### config.mk
export PLATFORM = sky130hd
export DESIGN_NAME = backup_rail_mode_select
export DESIGN_NICKNAME = d
export VERILOG_FILES = /design/src/logic/backup_rail_pkg.sv /design/src/logic/rail_source_hyst.sv /design/src/logic/backup_rail_mode_select.sv
export VERILOG_INCLUDE_DIRS = /design/src /design/src/logic
export SDC_FILE = /design/constraint.sdc
export NUM_CORES = 1
export LEC_CHECK = 0
export ABC_CLOCK_PERIOD_IN_PS = 2300
export BUFFER_PORTS_ARGS = -buffer_cell sky130_fd_sc_hd__buf_4
export CAP_MARGIN = 40
export CORE_ASPECT_RATIO = 0.7
export CORE_MARGIN = 1.5
export CORE_UTILIZATION = 42
export CTS_BUF_LIST = sky130_fd_sc_hd__clkbuf_8
export DETAILED_ROUTE_END_ITERATION = 12
export PLACE_DENSITY = 0.94
export SYNTH_ARGS = -nofsm -noshare
export SYNTH_HDL_FRONTEND = slang
export SYNTH_SLANG_ARGS = --single-unit
### constraint.sdc
create_clock -name clk_i -period 2.3 [get_ports clk_i]
set_input_delay 0.23 -clock clk_i [delete_from_list [all_inputs] [get_ports clk_i]]
set_output_delay 0.23 -clock clk_i [all_outputs]
set_load 0.01 [all_outputs]
### src/logic/backup_rail_cfg.svh
// Register offsets, field positions, reset values and codes of the backup rail
`ifndef BACKUP_RAIL_CFG_SVH
`define BACKUP_RAIL_CFG_SVH

// Register index 0x6B sits at byte address 4 * 0x6B on the bus
`define BRL_CTRL_INDEX 8'h6B
`define BRL_CTRL_ADDR 10'h1AC
`define BRL_STAT_ADDR 10'h1B0
`define BRL_ADDR_W 10
`define BRL_LEVEL_LSB 0
`define BRL_LEVEL_MSB 2
`define BRL_CTRL_RESET 8'h80
`define BRL_LEVEL_DEFAULT 3'h6
`define BRL_LEVEL_1V0 3'h0
`define BRL_LEVEL_1V8 3'h5
`define BRL_LEVEL_3V0 3'h6
`define BRL_LEVEL_RSVD 3'h7

`endif

### src/logic/backup_rail_pkg.sv
// Types shared by the backup rail mode logic
`default_nettype none
package backup_rail_pkg;
    typedef enum logic [3:0] {
        MODE_MAIN_LDO = 4'h1,
        MODE_CELL_LDO = 4'h2,
        MODE_CELL_SWITCH = 4'h4,
        MODE_FIRST_ATTACH = 4'h8
    } rail_mode_t;
endpackage
`default_nettype wire

### src/logic/rail_source_hyst.sv
// Comparator pair hysteresis tracker for the main input supply
`default_nettype none
module rail_source_hyst
(
    input wire logic clk_i,
    input wire logic rst_i,
    input wire logic high_code_i,
    input wire logic high_code_rise_threshold_i,
    input wire logic high_code_fall_threshold_i,
    input wire logic low_code_rise_threshold_i,
    input wire logic low_code_fall_threshold_i,
    output logic main_good_o
);
    logic good_q;
    logic good_d;
    logic rise;
    logic fall;

    // Rise and fall levels differ, so the state only flips past the far edge
    always_comb
    begin
        rise = high_code_i ? high_code_rise_threshold_i
                           : low_code_rise_threshold_i; // RULE11
        fall = high_code_i ? high_code_fall_threshold_i
                           : low_code_fall_threshold_i; // RULE11
        good_d = good_q;
        if (rise)
        begin
            good_d = 1'b1;
        end
        else if (!fall)
        begin
            good_d = 1'b0;
        end
    end

    always_ff @(posedge clk_i)
    begin
        if (rst_i)
        begin
            good_q <= 1'b0;
        end
        else
        begin
            good_q <= good_d;
        end
    end

    assign main_good_o = good_q;
endmodule
`default_nettype wire

### src/logic/backup_rail_mode_select.sv
// Backup rail mode selector with its Wishbone control register
//
// Chosen here: the Wishbone slave port.
`include "backup_rail_cfg.svh"
`default_nettype none

// Summary of operation
// RULE1: Rail always fed by main input or backup cell; no setting turns it off.
// RULE2: Main input wins when above its threshold; else backup cell feeds rail.
// RULE3: Level field bits 2:0 encode 1.0 to 3.0 V; code 111 reserved.
// RULE4: Level resets to 110 unless fuse value programmed, which then wins.
// RULE5: First cell attach gives 1.0 V until main input later appears.
// RULE6: Main removal with cell: code 110 becomes switch, others stay regulator.
// RULE7: From the cell, codes 000 to 101 regulate at 1.8 V or below.
// RULE8: Code 110 from the cell closes a pass switch tracking the cell.
// RULE9: Level field lives in 8-bit register 0x6B; bits 7:3 unused.
// RULE10: Programmed level applies only while a valid supply is present.
// RULE11: Code 110 uses first threshold pair, other codes the second pair.
module backup_rail_mode_select
    import backup_rail_pkg::*;
(
    input wire logic clk_i,
    input wire logic rst_i,
    input wire logic cyc_i,
    input wire logic stb_i,
    input wire logic we_i,
    input wire logic [3:0] sel_i,
    input wire logic [31:0] adr_i,
    input wire logic [31:0] dat_i,
    output logic [31:0] dat_o,
    output logic ack_o,
    input wire logic fuse_valid_i,
    input wire logic [2:0] fuse_level_i,
    input wire logic cell_present_i,
    input wire logic high_code_rise_threshold_i,
    input wire logic high_code_fall_threshold_i,
    input wire logic low_code_rise_threshold_i,
    input wire logic low_code_fall_threshold_i,
    output logic main_ldo_en_o,
    output logic cell_ldo_en_o,
    output logic pass_switch_en_o,
    output logic [2:0] always_on_rail_level_o,
    output logic [3:0] rail_mode_o
);
    // =====================================================================
    // Register bus
    logic [7:0] ctrl_q;
    logic [7:0] ctrl_d;
    logic ack_q;
    logic ack_d;
    logic [31:0] rdat_q;
    logic [31:0] rdat_d;
    logic fuse_load_q;
    logic fuse_load_d;
    logic access;
    logic [2:0] backup_rail_level_sel;
    logic main_good;

    rail_mode_t mode_q;
    rail_mode_t mode_d;
    logic [2:0] out_level_q;
    logic [2:0] out_level_d;
    logic first_attach_q;
    logic first_attach_d;

    assign access = cyc_i && stb_i && !ack_q;
    assign backup_rail_level_sel = ctrl_q[`BRL_LEVEL_MSB:`BRL_LEVEL_LSB];

    function automatic logic [7:0] status_byte(input rail_mode_t m,
                                               input logic good,
                                               input logic first);
        status_byte = {2'h0, first, good, m};
    endfunction

    // Code 110 is the only code that uses the first comparator pair
    function automatic logic is_high_code(input logic [2:0] code);
        is_high_code = (code == `BRL_LEVEL_3V0);
    endfunction

    // Only the pass switch can deliver the 3.0 V code from the cell
    function automatic rail_mode_t cell_mode_for(input logic [2:0] code);
        if (is_high_code(code))
        begin
            cell_mode_for = MODE_CELL_SWITCH;
        end
        else
        begin
            cell_mode_for = MODE_CELL_LDO;
        end
    endfunction

    // Full address match, so an alias with upper bits set never writes
    function automatic logic reg_hit(input logic [31:0] adr,
                                     input logic [`BRL_ADDR_W-1:0] offs);
        reg_hit = (adr[`BRL_ADDR_W-1:0] == offs)
               && !(|adr[31:`BRL_ADDR_W]);
    endfunction

    always_comb
    begin
        ctrl_d = ctrl_q;
        ack_d = access;
        rdat_d = rdat_q;
        fuse_load_d = 1'b0;
        // Fuse value replaces the reset default one cycle after release
        if (fuse_load_q && fuse_valid_i)
        begin
            ctrl_d = {5'h00, fuse_level_i}; // RULE4
        end
        if (access)
        begin
            rdat_d = 32'h0000_0000;
            if (reg_hit(adr_i, `BRL_CTRL_ADDR))
            begin
                if (we_i && sel_i[0])
                begin
                    // Upper bits unused, never stored
                    ctrl_d = {5'h00, dat_i[2:0]}; // RULE9
                end
                rdat_d = {24'h00_0000, ctrl_q}; // RULE9
            end
            else if (reg_hit(adr_i, `BRL_STAT_ADDR))
            begin
                rdat_d = {24'h00_0000,
                          status_byte(mode_q, main_good, first_attach_q)};
            end
        end
    end

    always_ff @(posedge clk_i)
    begin
        if (rst_i)
        begin
            // Bit 7 of the 0x80 default is an unused bit and is not kept
            ctrl_q <= {5'h00, `BRL_LEVEL_DEFAULT}; // RULE4 RULE9
            ack_q <= 1'b0;
            rdat_q <= 32'h0000_0000;
            fuse_load_q <= 1'b1;
        end
        else
        begin
            ctrl_q <= ctrl_d;
            ack_q <= ack_d;
            rdat_q <= rdat_d;
            fuse_load_q <= fuse_load_d;
        end
    end

    assign ack_o = ack_q;
    assign dat_o = rdat_q;

    // =====================================================================
    // Supply source choice
    rail_source_hyst u_hyst
    (
        .clk_i(clk_i),
        .rst_i(rst_i),
        .high_code_i(is_high_code(backup_rail_level_sel)), // RULE11
        .high_code_rise_threshold_i(high_code_rise_threshold_i),
        .high_code_fall_threshold_i(high_code_fall_threshold_i),
        .low_code_rise_threshold_i(low_code_rise_threshold_i),
        .low_code_fall_threshold_i(low_code_fall_threshold_i),
        .main_good_o(main_good)
    );

    // =====================================================================
    // Mode machine
    always_comb
    begin
        mode_d = mode_q;
        out_level_d = out_level_q;
        first_attach_d = first_attach_q;
        if (main_good)
        begin
            // Main input always takes precedence and ends first attach
            first_attach_d = 1'b0; // RULE5
            mode_d = MODE_MAIN_LDO; // RULE2
            // Reserved code keeps the last good level, rail stays up
            if (backup_rail_level_sel != `BRL_LEVEL_RSVD)
            begin
                out_level_d = backup_rail_level_sel; // RULE3 RULE10
            end
        end
        else if (first_attach_q)
        begin
            mode_d = MODE_FIRST_ATTACH; // RULE5
            out_level_d = `BRL_LEVEL_1V0; // RULE5
        end
        else
        begin
            // Level frozen without valid supply; register may still change
            case (mode_q)
                MODE_MAIN_LDO:
                begin
                    // Changeover keeps the level, only the path changes
                    mode_d = cell_mode_for(out_level_q); // RULE6 RULE7 RULE8
                end
                MODE_CELL_LDO,
                MODE_CELL_SWITCH:
                begin
                    // Level is frozen here, so the path holds steady
                    mode_d = cell_mode_for(out_level_q); // RULE7 RULE8
                end
                MODE_FIRST_ATTACH:
                begin
                    mode_d = cell_mode_for(out_level_q);
                end
                default:
                begin
                    // Illegal code: fall back to a path that fits the level
                    mode_d = cell_mode_for(out_level_q); // RULE1
                end
            endcase
        end
    end

    always_ff @(posedge clk_i)
    begin
        if (rst_i)
        begin
            // Reset models first attach of the cell: start at 1.0 V
            mode_q <= MODE_FIRST_ATTACH;
            out_level_q <= `BRL_LEVEL_1V0;
            first_attach_q <= 1'b1;
        end
        else
        begin
            mode_q <= mode_d;
            out_level_q <= out_level_d;
            first_attach_q <= first_attach_d;
        end
    end

    // Exactly one path always enabled, so the rail is never off
    assign main_ldo_en_o = (mode_q == MODE_MAIN_LDO); // RULE1
    assign pass_switch_en_o = (mode_q == MODE_CELL_SWITCH); // RULE8
    assign cell_ldo_en_o = (mode_q == MODE_CELL_LDO)
                        || (mode_q == MODE_FIRST_ATTACH); // RULE1 RULE7
    assign always_on_rail_level_o = out_level_q;
    assign rail_mode_o = mode_q;

    // cell_present_i is informational; cell fallback is assumed valid
    logic unused_cell;
    assign unused_cell = cell_present_i;
endmodule
`default_nettype wire

**Word-level counts from Yosys, hierarchy flattened**

Index checks and enable logic that the tools add are counted.

- Bits in latches: 0
- Output and inout port bits: 43
- Memory bits (read-only): 0
- Bits in writable memories: 0
- Register bits after elaboration: 51
- Memories kept: 0
- Input port bits: 82
- Word-level logic and storage cells: 50

- Bitwise operators: 0
- Shifts and indexed selects: 0
- Order comparisons: 0
- Reductions and logical operators: 13
- Eq/ne operators: 11
- Divide/modulo/power cells: 0
- Multiplexer cells: 17
- $add $sub $neg: 0
- Multipliers: 0

Operators by type and width:

| operator | number |
|---|---|
| 8-bit two-way mux | 5 |
| 22-bit OR reduction | 1 |
| 10-bit by 9-bit equality test with 1-bit output, second input constant | 2 |
| 3-bit two-way mux | 4 |
| 4-bit two-way mux | 2 |
| 3-bit equality test, second input constant | 2 |
| 1-bit logical AND | 6 |
| 6-bit two-way mux | 1 |
| 1-bit two-way mux | 5 |
| 4-bit by 1-bit equality test with 1-bit output, second input constant | 1 |
| 4-bit by 2-bit equality test with 1-bit output, second input constant | 1 |
| 4-bit by 3-bit equality test with 1-bit output, second input constant | 1 |
| 4-bit equality test, second input constant | 1 |
| 3-bit != test, second input constant | 1 |
| 3-bit OR reduction | 1 |
| 1-bit zero test | 2 |
| 2-bit by 1-bit != test with 1-bit output, second input constant | 1 |
| 2-bit != test, second input constant | 1 |
| 2-bit AND reduction | 1 |
| 2-bit nonzero test | 1 |
| 1-bit logical OR | 1 |

**Logic depth before layout (Yosys ltp)**

Gate-level depths: netlist (run 1).

- Word-level depth: 5
- Gate-level depth with buffers: 4
- Mapped depth without buffers: 4

**By module**

A second synthesis (run 1) with hierarchy kept.

- Cell total of the unflattened synthesis: 146
- Area, all modules: 1340.0 sq um

By module, submodules not included:

| module | cells an instance | area each (sq um) | times used | sequential area each (sq um) |
|---|---|---|---|---|
| backup_rail_mode_select | 141 | 1296.2 | 1 | 520.5 |
| rail_source_hyst | 5 | 43.8 | 1 | 20.0 |

**Worst setup path after synthesis (run 1)**

No wires, ideal clock.

- Path kind: reg2reg
- Start: reg ack_q, in the netlist ack_o
- End: reg ctrl_q[0]
- Library setup time: 123 ps
- Path buffers: 0
- Clock period less this slack: 1566 ps
- Arrival time: 1443 ps
- Slack: 734 ps
- Cell stages (with the launch flop): 5
- Data required time: 2177 ps
- Cells stage by stage: dfxtp_1 and3b_1 nand4_2 nor4_4 mux2_1

- Cells in the longest elaborated chain, start to end: 3

RTL lines:

| what | line | RTL |
|---|---|---|
| from (decl) | backup_rail_mode_select.sv:49 | `logic ack_q;` |
| from (signal assigned) | backup_rail_mode_select.sv:143 | `ack_q <= ack_d;` |
| 1-bit zero test | backup_rail_mode_select.sv:66 | `assign access = cyc_i && stb_i && !ack_q;` |
| 1-bit logical AND | backup_rail_mode_select.sv:66 |  |
| 8-bit two-way mux | backup_rail_mode_select.sv:110 | `if (access)` |
| to (signal assigned) | backup_rail_mode_select.sv:135 | `` ctrl_q <= {5'h00, `BRL_LEVEL_DEFAULT}; `` |
| to (signal assigned) | backup_rail_mode_select.sv:142 | `ctrl_q <= ctrl_d;` |
| to (decl) | backup_rail_mode_select.sv:47 | `logic [7:0] ctrl_q;` |

No other way between the ends.
A chain may end at the register's enable or synchronous reset.

**Final worst setup path (run 1)**

Ends and elaborated chain as after synthesis.

==> load_flow_metrics.sql, run 1 <==
INSERT INTO impl_metrics (metric_group, metric, value, unit) VALUES
('run_status', 'outcome', 'finished clean', ''),
('sta', 'fin_crit_share', '74.0', '%'),
('die', 'num_rows', '17', ''),
('die', 'coreArea', '3230', 'um2'),
('synthesis', 'synth.area.top_cells', 'sky130_fd_sc_hd__dfxtp_1 37%, sky130_fd_sc_hd__buf_4 12%, sky130_fd_sc_hd__nor4_4 10%', ''),
('place', 'place_hpwl', '2.63', 'mm'),
('sta', 'setup_violations', '0', ''),
('sta', 'finalClockSkew', '0.00402', 'ns'),
('worst_setup_path', 'critical_path.startpoint_type', 'register', ''),
('die', 'boundaryPins', '125', ''),
('synthesis', 'synth_top_family_by_area', 'simple AND/OR/NAND/NOR gates', ''),
('synthesis', 'synth.top_cell.area_share', '36.9', '%'),
('global_routing', 'global_route_wire_length_before_repair', '5.17', 'mm'),
('cells_and_area', 'final_layout_size_suffix_gt1_share', '39.0', '%'),
('min_path', 'hold_class', 'primary input to register', ''),
('clock_tree', 'clock_tree.htree_level_count', '1', ''),
('synthesis', 'yosysWarnings', '0', ''),
('cells_and_area', 'number_of_nets_in_the_finished_design', '296', ''),
('synthesis', 'synth_mux_area_share', '3.59', '%'),
('clock_tree', 'clock-root-buffer', 'sky130_fd_sc_hd__clkbuf_8', ''),
('cells_and_area', 'diodes', '0', ''),
('cells_and_area', 'fillCellCount', '290', ''),
('clock_tree', 'clk_pin_slew', '0.08', 'ns'),
('sta', 'max_slew_margin', '66.9', '%'),
('synthesis', 'flip_flop_and_latch_count_after_synthesis', '27', ''),
('synthesis', 'async_flop_share', '0', '%'),
('clock_tree', 'post_cts_setup_buffer_count', '0', ''),
('synthesis', 'synthesis.instances', '146', ''),
('power', 'p_int', '0.695', 'mW'),
('worst_setup_path', 'cp-end-kind', 'register', ''),
('synthesis', 'number_of_distinct_library_cell_variants_in_the_gate_level_netlist_after_synthesis', '34', ''),
('sta', 'final-max-slew-violation-count', '0', ''),
('clock_tree', 'clock_insertion_delay_worst_skew', '0.27', 'ns'),
('route', 'ant_nets', '0', ''),
('synthesis', 'synth_largest_area_cell', 'sky130_fd_sc_hd__dfxtp_1', ''),
('clock_tree', 'post_cts_hold_fix_bufs', '0', ''),
('worst_setup_path', 'reg2regPathDepth', '4', ''),
('sta', 'fin_tns_setup', '0', 'ns'),
('worst_setup_path', 'worstPathArrival', '1.87', 'ns'),
('global_routing', 'antenna_found_initial', '0', ''),
('global_routing', 'groute.layer.met2.usage', '30.9', '%'),
('die', 'die_h', '52.4', 'um'),
('route', 'drt-wirelength-per-cell', '12.2', 'um'),
('synthesis', 'most_instantiated_cells_after_synthesis', '27 x sky130_fd_sc_hd__dfxtp_1, 24 x sky130_fd_sc_hd__buf_4, 9 x sky130_fd_sc_hd__nand3_1, 8 x sky130_fd_sc_hd__nand2_1', ''),
('global_routing', 'globalRoute.totalOverflow', '0', ''),
('worst_setup_path', 'critical_path_class', 'register to register', ''),
('min_path', 'timing.hold.worst_path_depth', '3', ''),
('global_routing', 'grt_max_degree', '23', ''),
('clock_tree', 'post_cts_resized', '0', ''),
('synthesis', 'synthXorXnorAreaFrac', '0.598', '%'),
('sta', 'hold_violations', '0', ''),
('route', 'route.detailed.vias_per_inst', '4.82', ''),
('synthesis', 'synth_adder_area_share', '0', '%'),
('power', 'seq_power_share', '54.0', '%'),
('power', 'report.power.total', '0.932', 'mW'),
('synthesis', 'synthesis.area', '1460', 'um2'),
('power', 'swShare', '25.4', '%'),
('synthesis', 'share_of_the_yosys_chip_area_belonging_to_registers', '36.9', '%'),
('power', 'power_leakage', '0.897', 'nW'),
('sta', 'finalWorstPathRequiredPeriod', '1.70', 'ns'),
('route', 'drt_wl_total', '3.18', 'mm'),
('route', 'drc', '0', ''),
('die', 'die_width', '73.6', 'um'),
('power', 'p_sw', '0.237', 'mW'),
('sta', 'rsz_0062_raised_after_global_routing', 'false', ''),
('place', 'detailedPlace.worstSlack', '0.465', 'ns'),
('sta', 'tightest_slew', '0.492', 'ns'),
('synthesis', 'count_leader_synth', 'sky130_fd_sc_hd__dfxtp_1', ''),
('power', 'part_of_the_power_in_combinational_logic', '18.7', '%'),
('cells_and_area', 'post-route-cell-area', '1970', 'um2'),
('global_routing', 'grt_busiest_layer', 'met2', '');
-- final timing paths --
check	startpoint	end
max	ack_o$_SDFF_PP0_	ctrl_q[0]$_SDFF_PP0_
min	dat_i[1]	ctrl_q[1]$_SDFF_PP1_
max reg2reg	ack_o$_SDFF_PP0_	ctrl_q[0]$_SDFF_PP0_
min reg2reg	ctrl_q[6]$_SDFF_PP0_	ctrl_q[6]$_SDFF_PP0_
-- placed cells by master, fill, tap and decap left out, drive strengths merged, types with 4 or more instances in the layout --
master / netlist / routed
buf: 25 / 67
dfxtp: 27 / 27
conb: 1 / 24
nor4: 10 / 10
nand3: 9 / 9
nand2: 9 / 9
a21oi: 7 / 7
and2: 6 / 6
a221o: 6 / 6
nor2: 5 / 5
and3b: 4 / 4
nand2b: 4 / 4
nor4b: 4 / 4
-- registers in the layout, summed over array words and instances, names as in the netlist --
name                    flops
ctrl_q                      8
dat_o                       8
rail_mode_o                 4
always_on_rail_level_o      3
ack_o                       1
first_attach_q              1
fuse_load_q                 1
u_hyst.main_good_o          1
-- area by class of cell --
type	instances	area [um2]	share of cell area [%]
Clock inverter	1	3.75	0.191
Timing Repair Buffer	67	503	25.6
Multi-Input combinational cell	113	811	41.2
Tap cell	47	58.8	2.99
Inverter	2	7.51	0.382
Clock buffer	3	41.3	2.10
Sequential cell	27	541	27.5
-- per-stage QoR --
stage | hold WS [ns] | util, %
final | 0.209 | 60.8
after global routing | 0.224 | 60.8
after CTS | 0.212 | 60.8
after detailed placement | 0.441 | 59.4
after global placement | 0.422 | 59.4
after floorplan | 0.258 | -
-- worst max-delay path, cell delays in order (launching register included) --
cell and delay [ns]:
sky130_fd_sc_hd__dfxtp_1 0.34, sky130_fd_sc_hd__and3b_1 0.28, sky130_fd_sc_hd__nand4_2 0.23, sky130_fd_sc_hd__nor4_4 0.39, sky130_fd_sc_hd__mux2_1 0.35
-- layer usage --
layer	wire, um	share of wire [%]	vias up
met5	0	0	-
met4	38	1.2	0
met3	146	4.6	5
met2	1590	50	42
met1	1410	44	582
li1	-	-	623
-- logic make-up after synthesis --
kind of cell / Yosys count
DFF: 27
xor gates and xnor gates: 1
and+or+nand+nor: 68
AOI/OAI and AO/OA: 15
muxes: 5
other: 1
buffers and inverters: 29
-- power groups by stage --
stage | clock, mW | sequential (mW) | combinational [mW]
3_5_place_dp | 0 | 0.514 | 0.174
5_1_grt | 0.280 | 0.507 | 0.192
4_1_cts | 0.259 | 0.503 | 0.175
6_report | 0.255 | 0.503 | 0.174
3_3_place_gp | 0 | 0.513 | 0.170
2_1_floorplan | 0 | 0.509 | 0.106
Note: power is estimated with default switching activity, not from simulation.
==> inputs of run 2 (changes only) <==
ABC_CLOCK_PERIOD_IN_PS = 1700   (was 2300)
CORE_UTILIZATION = 39   (was 42)
PLACE_DENSITY = 0.89   (was 0.94)
clock period = 1.7 ns   (was 2.3 ns; I/O delays follow)
==> run 2 against run 1 <==
Compared with the run above: die area grew 7.3%; cell count grew 2.7%; flip-flop and latch count is the same; combinational power grew 37%; highest routed layer unchanged.
==> load_flow_metrics.sql, run 2 (synthesized netlist as in run 1, its figures left out) <==
INSERT INTO impl_metrics (metric_group, metric, value, unit) VALUES
('cells_and_area', 'mostFrequentLayoutCell', 'sky130_fd_sc_hd__buf_4', ''),
('global_routing', 'globalRoute.totalOverflow', '0', ''),
('route', 'drt-wirelength-per-cell', '12.2', 'um'),
('global_routing', 'grt_max_degree', '22', ''),
('sta', 'fin_crit_share', '94.9', '%'),
('sta', 'clock.fmax', '620', 'MHz'),
('worst_setup_path', 'worst_setup_path_endpoint', 'dat_o[1]$_SDFFE_PP0P_', ''),
('cells_and_area', 'areaGrowthSynthToFinish', '36.6', '%'),
('clock_tree', 'clock_tree.htree_level_count', '1', ''),
('global_routing', 'met3_usage', '4.33', '%'),
('global_routing', 'grt_pass1_vias', '1108', ''),
('global_routing', 'antenna_found_initial', '0', ''),
('die', 'boundaryPins', '125', ''),
('worst_setup_path', 'cp-end-kind', 'register', ''),
('clock_tree', 'clock-root-buffer', 'sky130_fd_sc_hd__clkbuf_8', ''),
('power', 'seq_power_share', '53.7', '%'),
('sta', 'setup_violations', '0', ''),
('min_path', 'hold_class', 'primary input to register', ''),
('worst_setup_path', 'reg2regPathDepth', '5', ''),
('cells_and_area', 'number_of_nets_in_the_finished_design', '300', ''),
('sta', 'hold_violations', '0', ''),
('worst_setup_path', 'required', '1.92', 'ns'),
('power', 'p_sw', '0.325', 'mW'),
('power', 'worst_case_vdd_ir_drop', '0.371', 'mV'),
('global_routing', 'grt.total_usage', '16.0', '%'),
('power', 'report.power.total', '1.27', 'mW'),
('worst_setup_path', 'critical_path.max_fanout', '6', ''),
('route', 'drt_wl_total', '3.26', 'mm'),
('cells_and_area', 'fillCellCount', '339', ''),
('die', 'die-area', '4140', 'um2'),
('route', 'route.detailed.vias_per_inst', '4.61', ''),
('cells_and_area', 'final_layout_size_suffix_gt1_share', '40.1', '%'),
('cells_and_area', 'stdcell_count', '267', ''),
('worst_setup_path', 'path_delay_family', 'simple AND/OR/NAND/NOR gates', ''),
('sta', 'finalClockSkew', '0.00499', 'ns'),
('worst_setup_path', 'ff2ff_setup_slack', '0.09', 'ns'),
('sta', 'rsz_0062_raised_after_global_routing', 'false', ''),
('clock_tree', 'clockBufferDepth', '2', ''),
('min_path', 'timing.hold.worst_path_depth', '2', ''),
('worst_setup_path', 'critical_path.cell_chain', 'and3b_1, nand4_2, buf_4, nor4_4, a221o_1', ''),
('power', 'power_leakage', '0.917', 'nW'),
('clock_tree', 'post_cts_setup_buffer_count', '0', ''),
('clock_tree', 'clock_insertion_delay_worst_skew', '0.27', 'ns'),
('route', 'detail_route.first_pass.iterations', '4', ''),
('clock_tree', 'post_cts_resized', '0', ''),
('global_routing', 'met1_usage', '20.4', '%'),
('worst_setup_path', 'worst_r2r_endpoint', 'dat_o[1]$_SDFFE_PP0P_', ''),
('sta', 'final-max-slew-violation-count', '0', ''),
('place', 'gp_congestion', '0.766', ''),
('route', 'first_iter_violations', '68', ''),
('run', 'cap_viol_max_count', '0', ''),
('global_routing', 'grt_busiest_layer', 'met2', ''),
('place', 'place_hpwl', '2.67', 'mm'),
('run_status', 'outcome', 'finished clean', ''),
('cells_and_area', 'most-common-layout-cells', '71 x sky130_fd_sc_hd__buf_4, 27 x sky130_fd_sc_hd__dfxtp_1, 24 x sky130_fd_sc_hd__conb_1', ''),
('power', 'part_of_the_power_in_combinational_logic', '18.7', '%'),
('route', 'ant_nets', '0', ''),
('worst_setup_path', 'critical_path_class', 'register to register', ''),
('global_routing', 'groute.layer.met2.usage', '28.0', '%'),
('global_routing', 'global_route_wire_length_before_repair', '5.15', 'mm'),
('clock_tree', 'clk_pin_slew', '0.09', 'ns'),
('place', 'dp.cells', '263', ''),
('clock_tree', 'post_cts_hold_fix_bufs', '0', ''),
('clock_tree', 'numClockSinks', '27', ''),
('route', 'detailroute.via_count', '1231', ''),
('worst_setup_path', 'critical_path.reg2reg.startpoint', 'ack_o$_SDFF_PP0_', ''),
('cells_and_area', 'diodes', '0', ''),
('die', 'coreArea', '3560', 'um2'),
('sta', 'fin_tns_setup', '0', 'ns'),
('worst_setup_path', 'timing.critical_path.slowest_cell_delay', '0.34', 'ns'),
('route', 'drc', '0', ''),
('worst_setup_path', 'worstPathArrival', '1.83', 'ns'),
('power', 'power_per_cell_area', '634', 'nW/um2'),
('die', 'floorplan.initialDensity', '41.1', '%'),
('die', 'die_width', '76.2', 'um'),
('worst_setup_path', 'crit_buf_inv', '1', ''),
('clock_tree', 'cts_inserted_buffers', '3', ''),
('worst_setup_path', 'path_depth', '5', ''),
('worst_setup_path', 'critical_path.startpoint_type', 'register', ''),
('power', 'clock_power_share', '27.6', '%'),
('place', 'buffer_ports.inserted', '67', ''),
('die', 'die_h', '54.3', 'um'),
('sta', 'finalWorstPathRequiredPeriod', '1.61', 'ns'),
('clock_tree', 'cts_tree', 'yes', ''),
('power', 'swShare', '25.7', '%'),
('die', 'num_rows', '18', ''),
('worst_setup_path', 'crit_path_top_delay_cell', 'sky130_fd_sc_hd__dfxtp_1', ''),
('power', 'p_int', '0.942', 'mW'),
('worst_setup_path', 'worst_setup_path_startpoint', 'ack_o$_SDFF_PP0_', '');
run 2: changes by cell type in the layout (fill, tap and decap cells not counted):
cell                    delta
sky130_fd_sc_hd__buf_4     +4
run 2: metal layers:
metal,share of wire (%),routed length (um)
met5,0,0
met4,0.98,32
met3,5.3,172
met2,47,1540
met1,46,1510
run 2: final cells by class:
cell class | count | area, um2 | share of cell area [%]
multi-input cells | 113 | 811 | 40.6
flip-flops and latches | 27 | 541 | 27.0
repair buffers | 71 | 533 | 26.7
well taps | 50 | 62.6 | 3.13
clock buffers | 3 | 41.3 | 2.07
inverters | 2 | 7.51 | 0.375
clock inverters | 1 | 3.75 | 0.188
run 2: power groups by stage:
| stage | registers [mW] | clock network [mW] | logic [mW] |
|---|---|---|---|
| 2_1_floorplan | 0.689 | 0 | 0.144 |
| 3_3_place_gp | 0.695 | 0 | 0.231 |
| 3_5_place_dp | 0.695 | 0 | 0.237 |
| 4_1_cts | 0.680 | 0.359 | 0.238 |
| 5_1_grt | 0.685 | 0.388 | 0.261 |
| 6_report | 0.680 | 0.350 | 0.238 |
run 2: how the worst min path moves through the flow:
stage               start                   to  slack, ns
global placement    rst_i     ack_o$_SDFF_PP0_       0.37
finish              rst_i     ack_o$_SDFF_PP0_       0.08
global route        rst_i     ack_o$_SDFF_PP0_       0.07
floorplan           rst_i  fuse_load_q$_DFF_P_       0.20
detailed placement  rst_i     ack_o$_SDFF_PP0_       0.37
CTS                 rst_i     ack_o$_SDFF_PP0_       0.08
run 2: stage by stage:
step | instance area [um2] | setup WS (ns) | hold slack, ns | utilization [%]
global route | 2000 | 0.0109 | 0.0710 | 56.2
floorplan | 1550 | 0.134 | 0.198 | -
global placement | 1950 | 0.0458 | 0.371 | 54.9
finish | 2000 | 0.0864 | 0.0792 | 56.2
CTS | 2000 | 0.0950 | 0.0768 | 56.2
detailed placement | 1950 | 0.0175 | 0.372 | 54.9
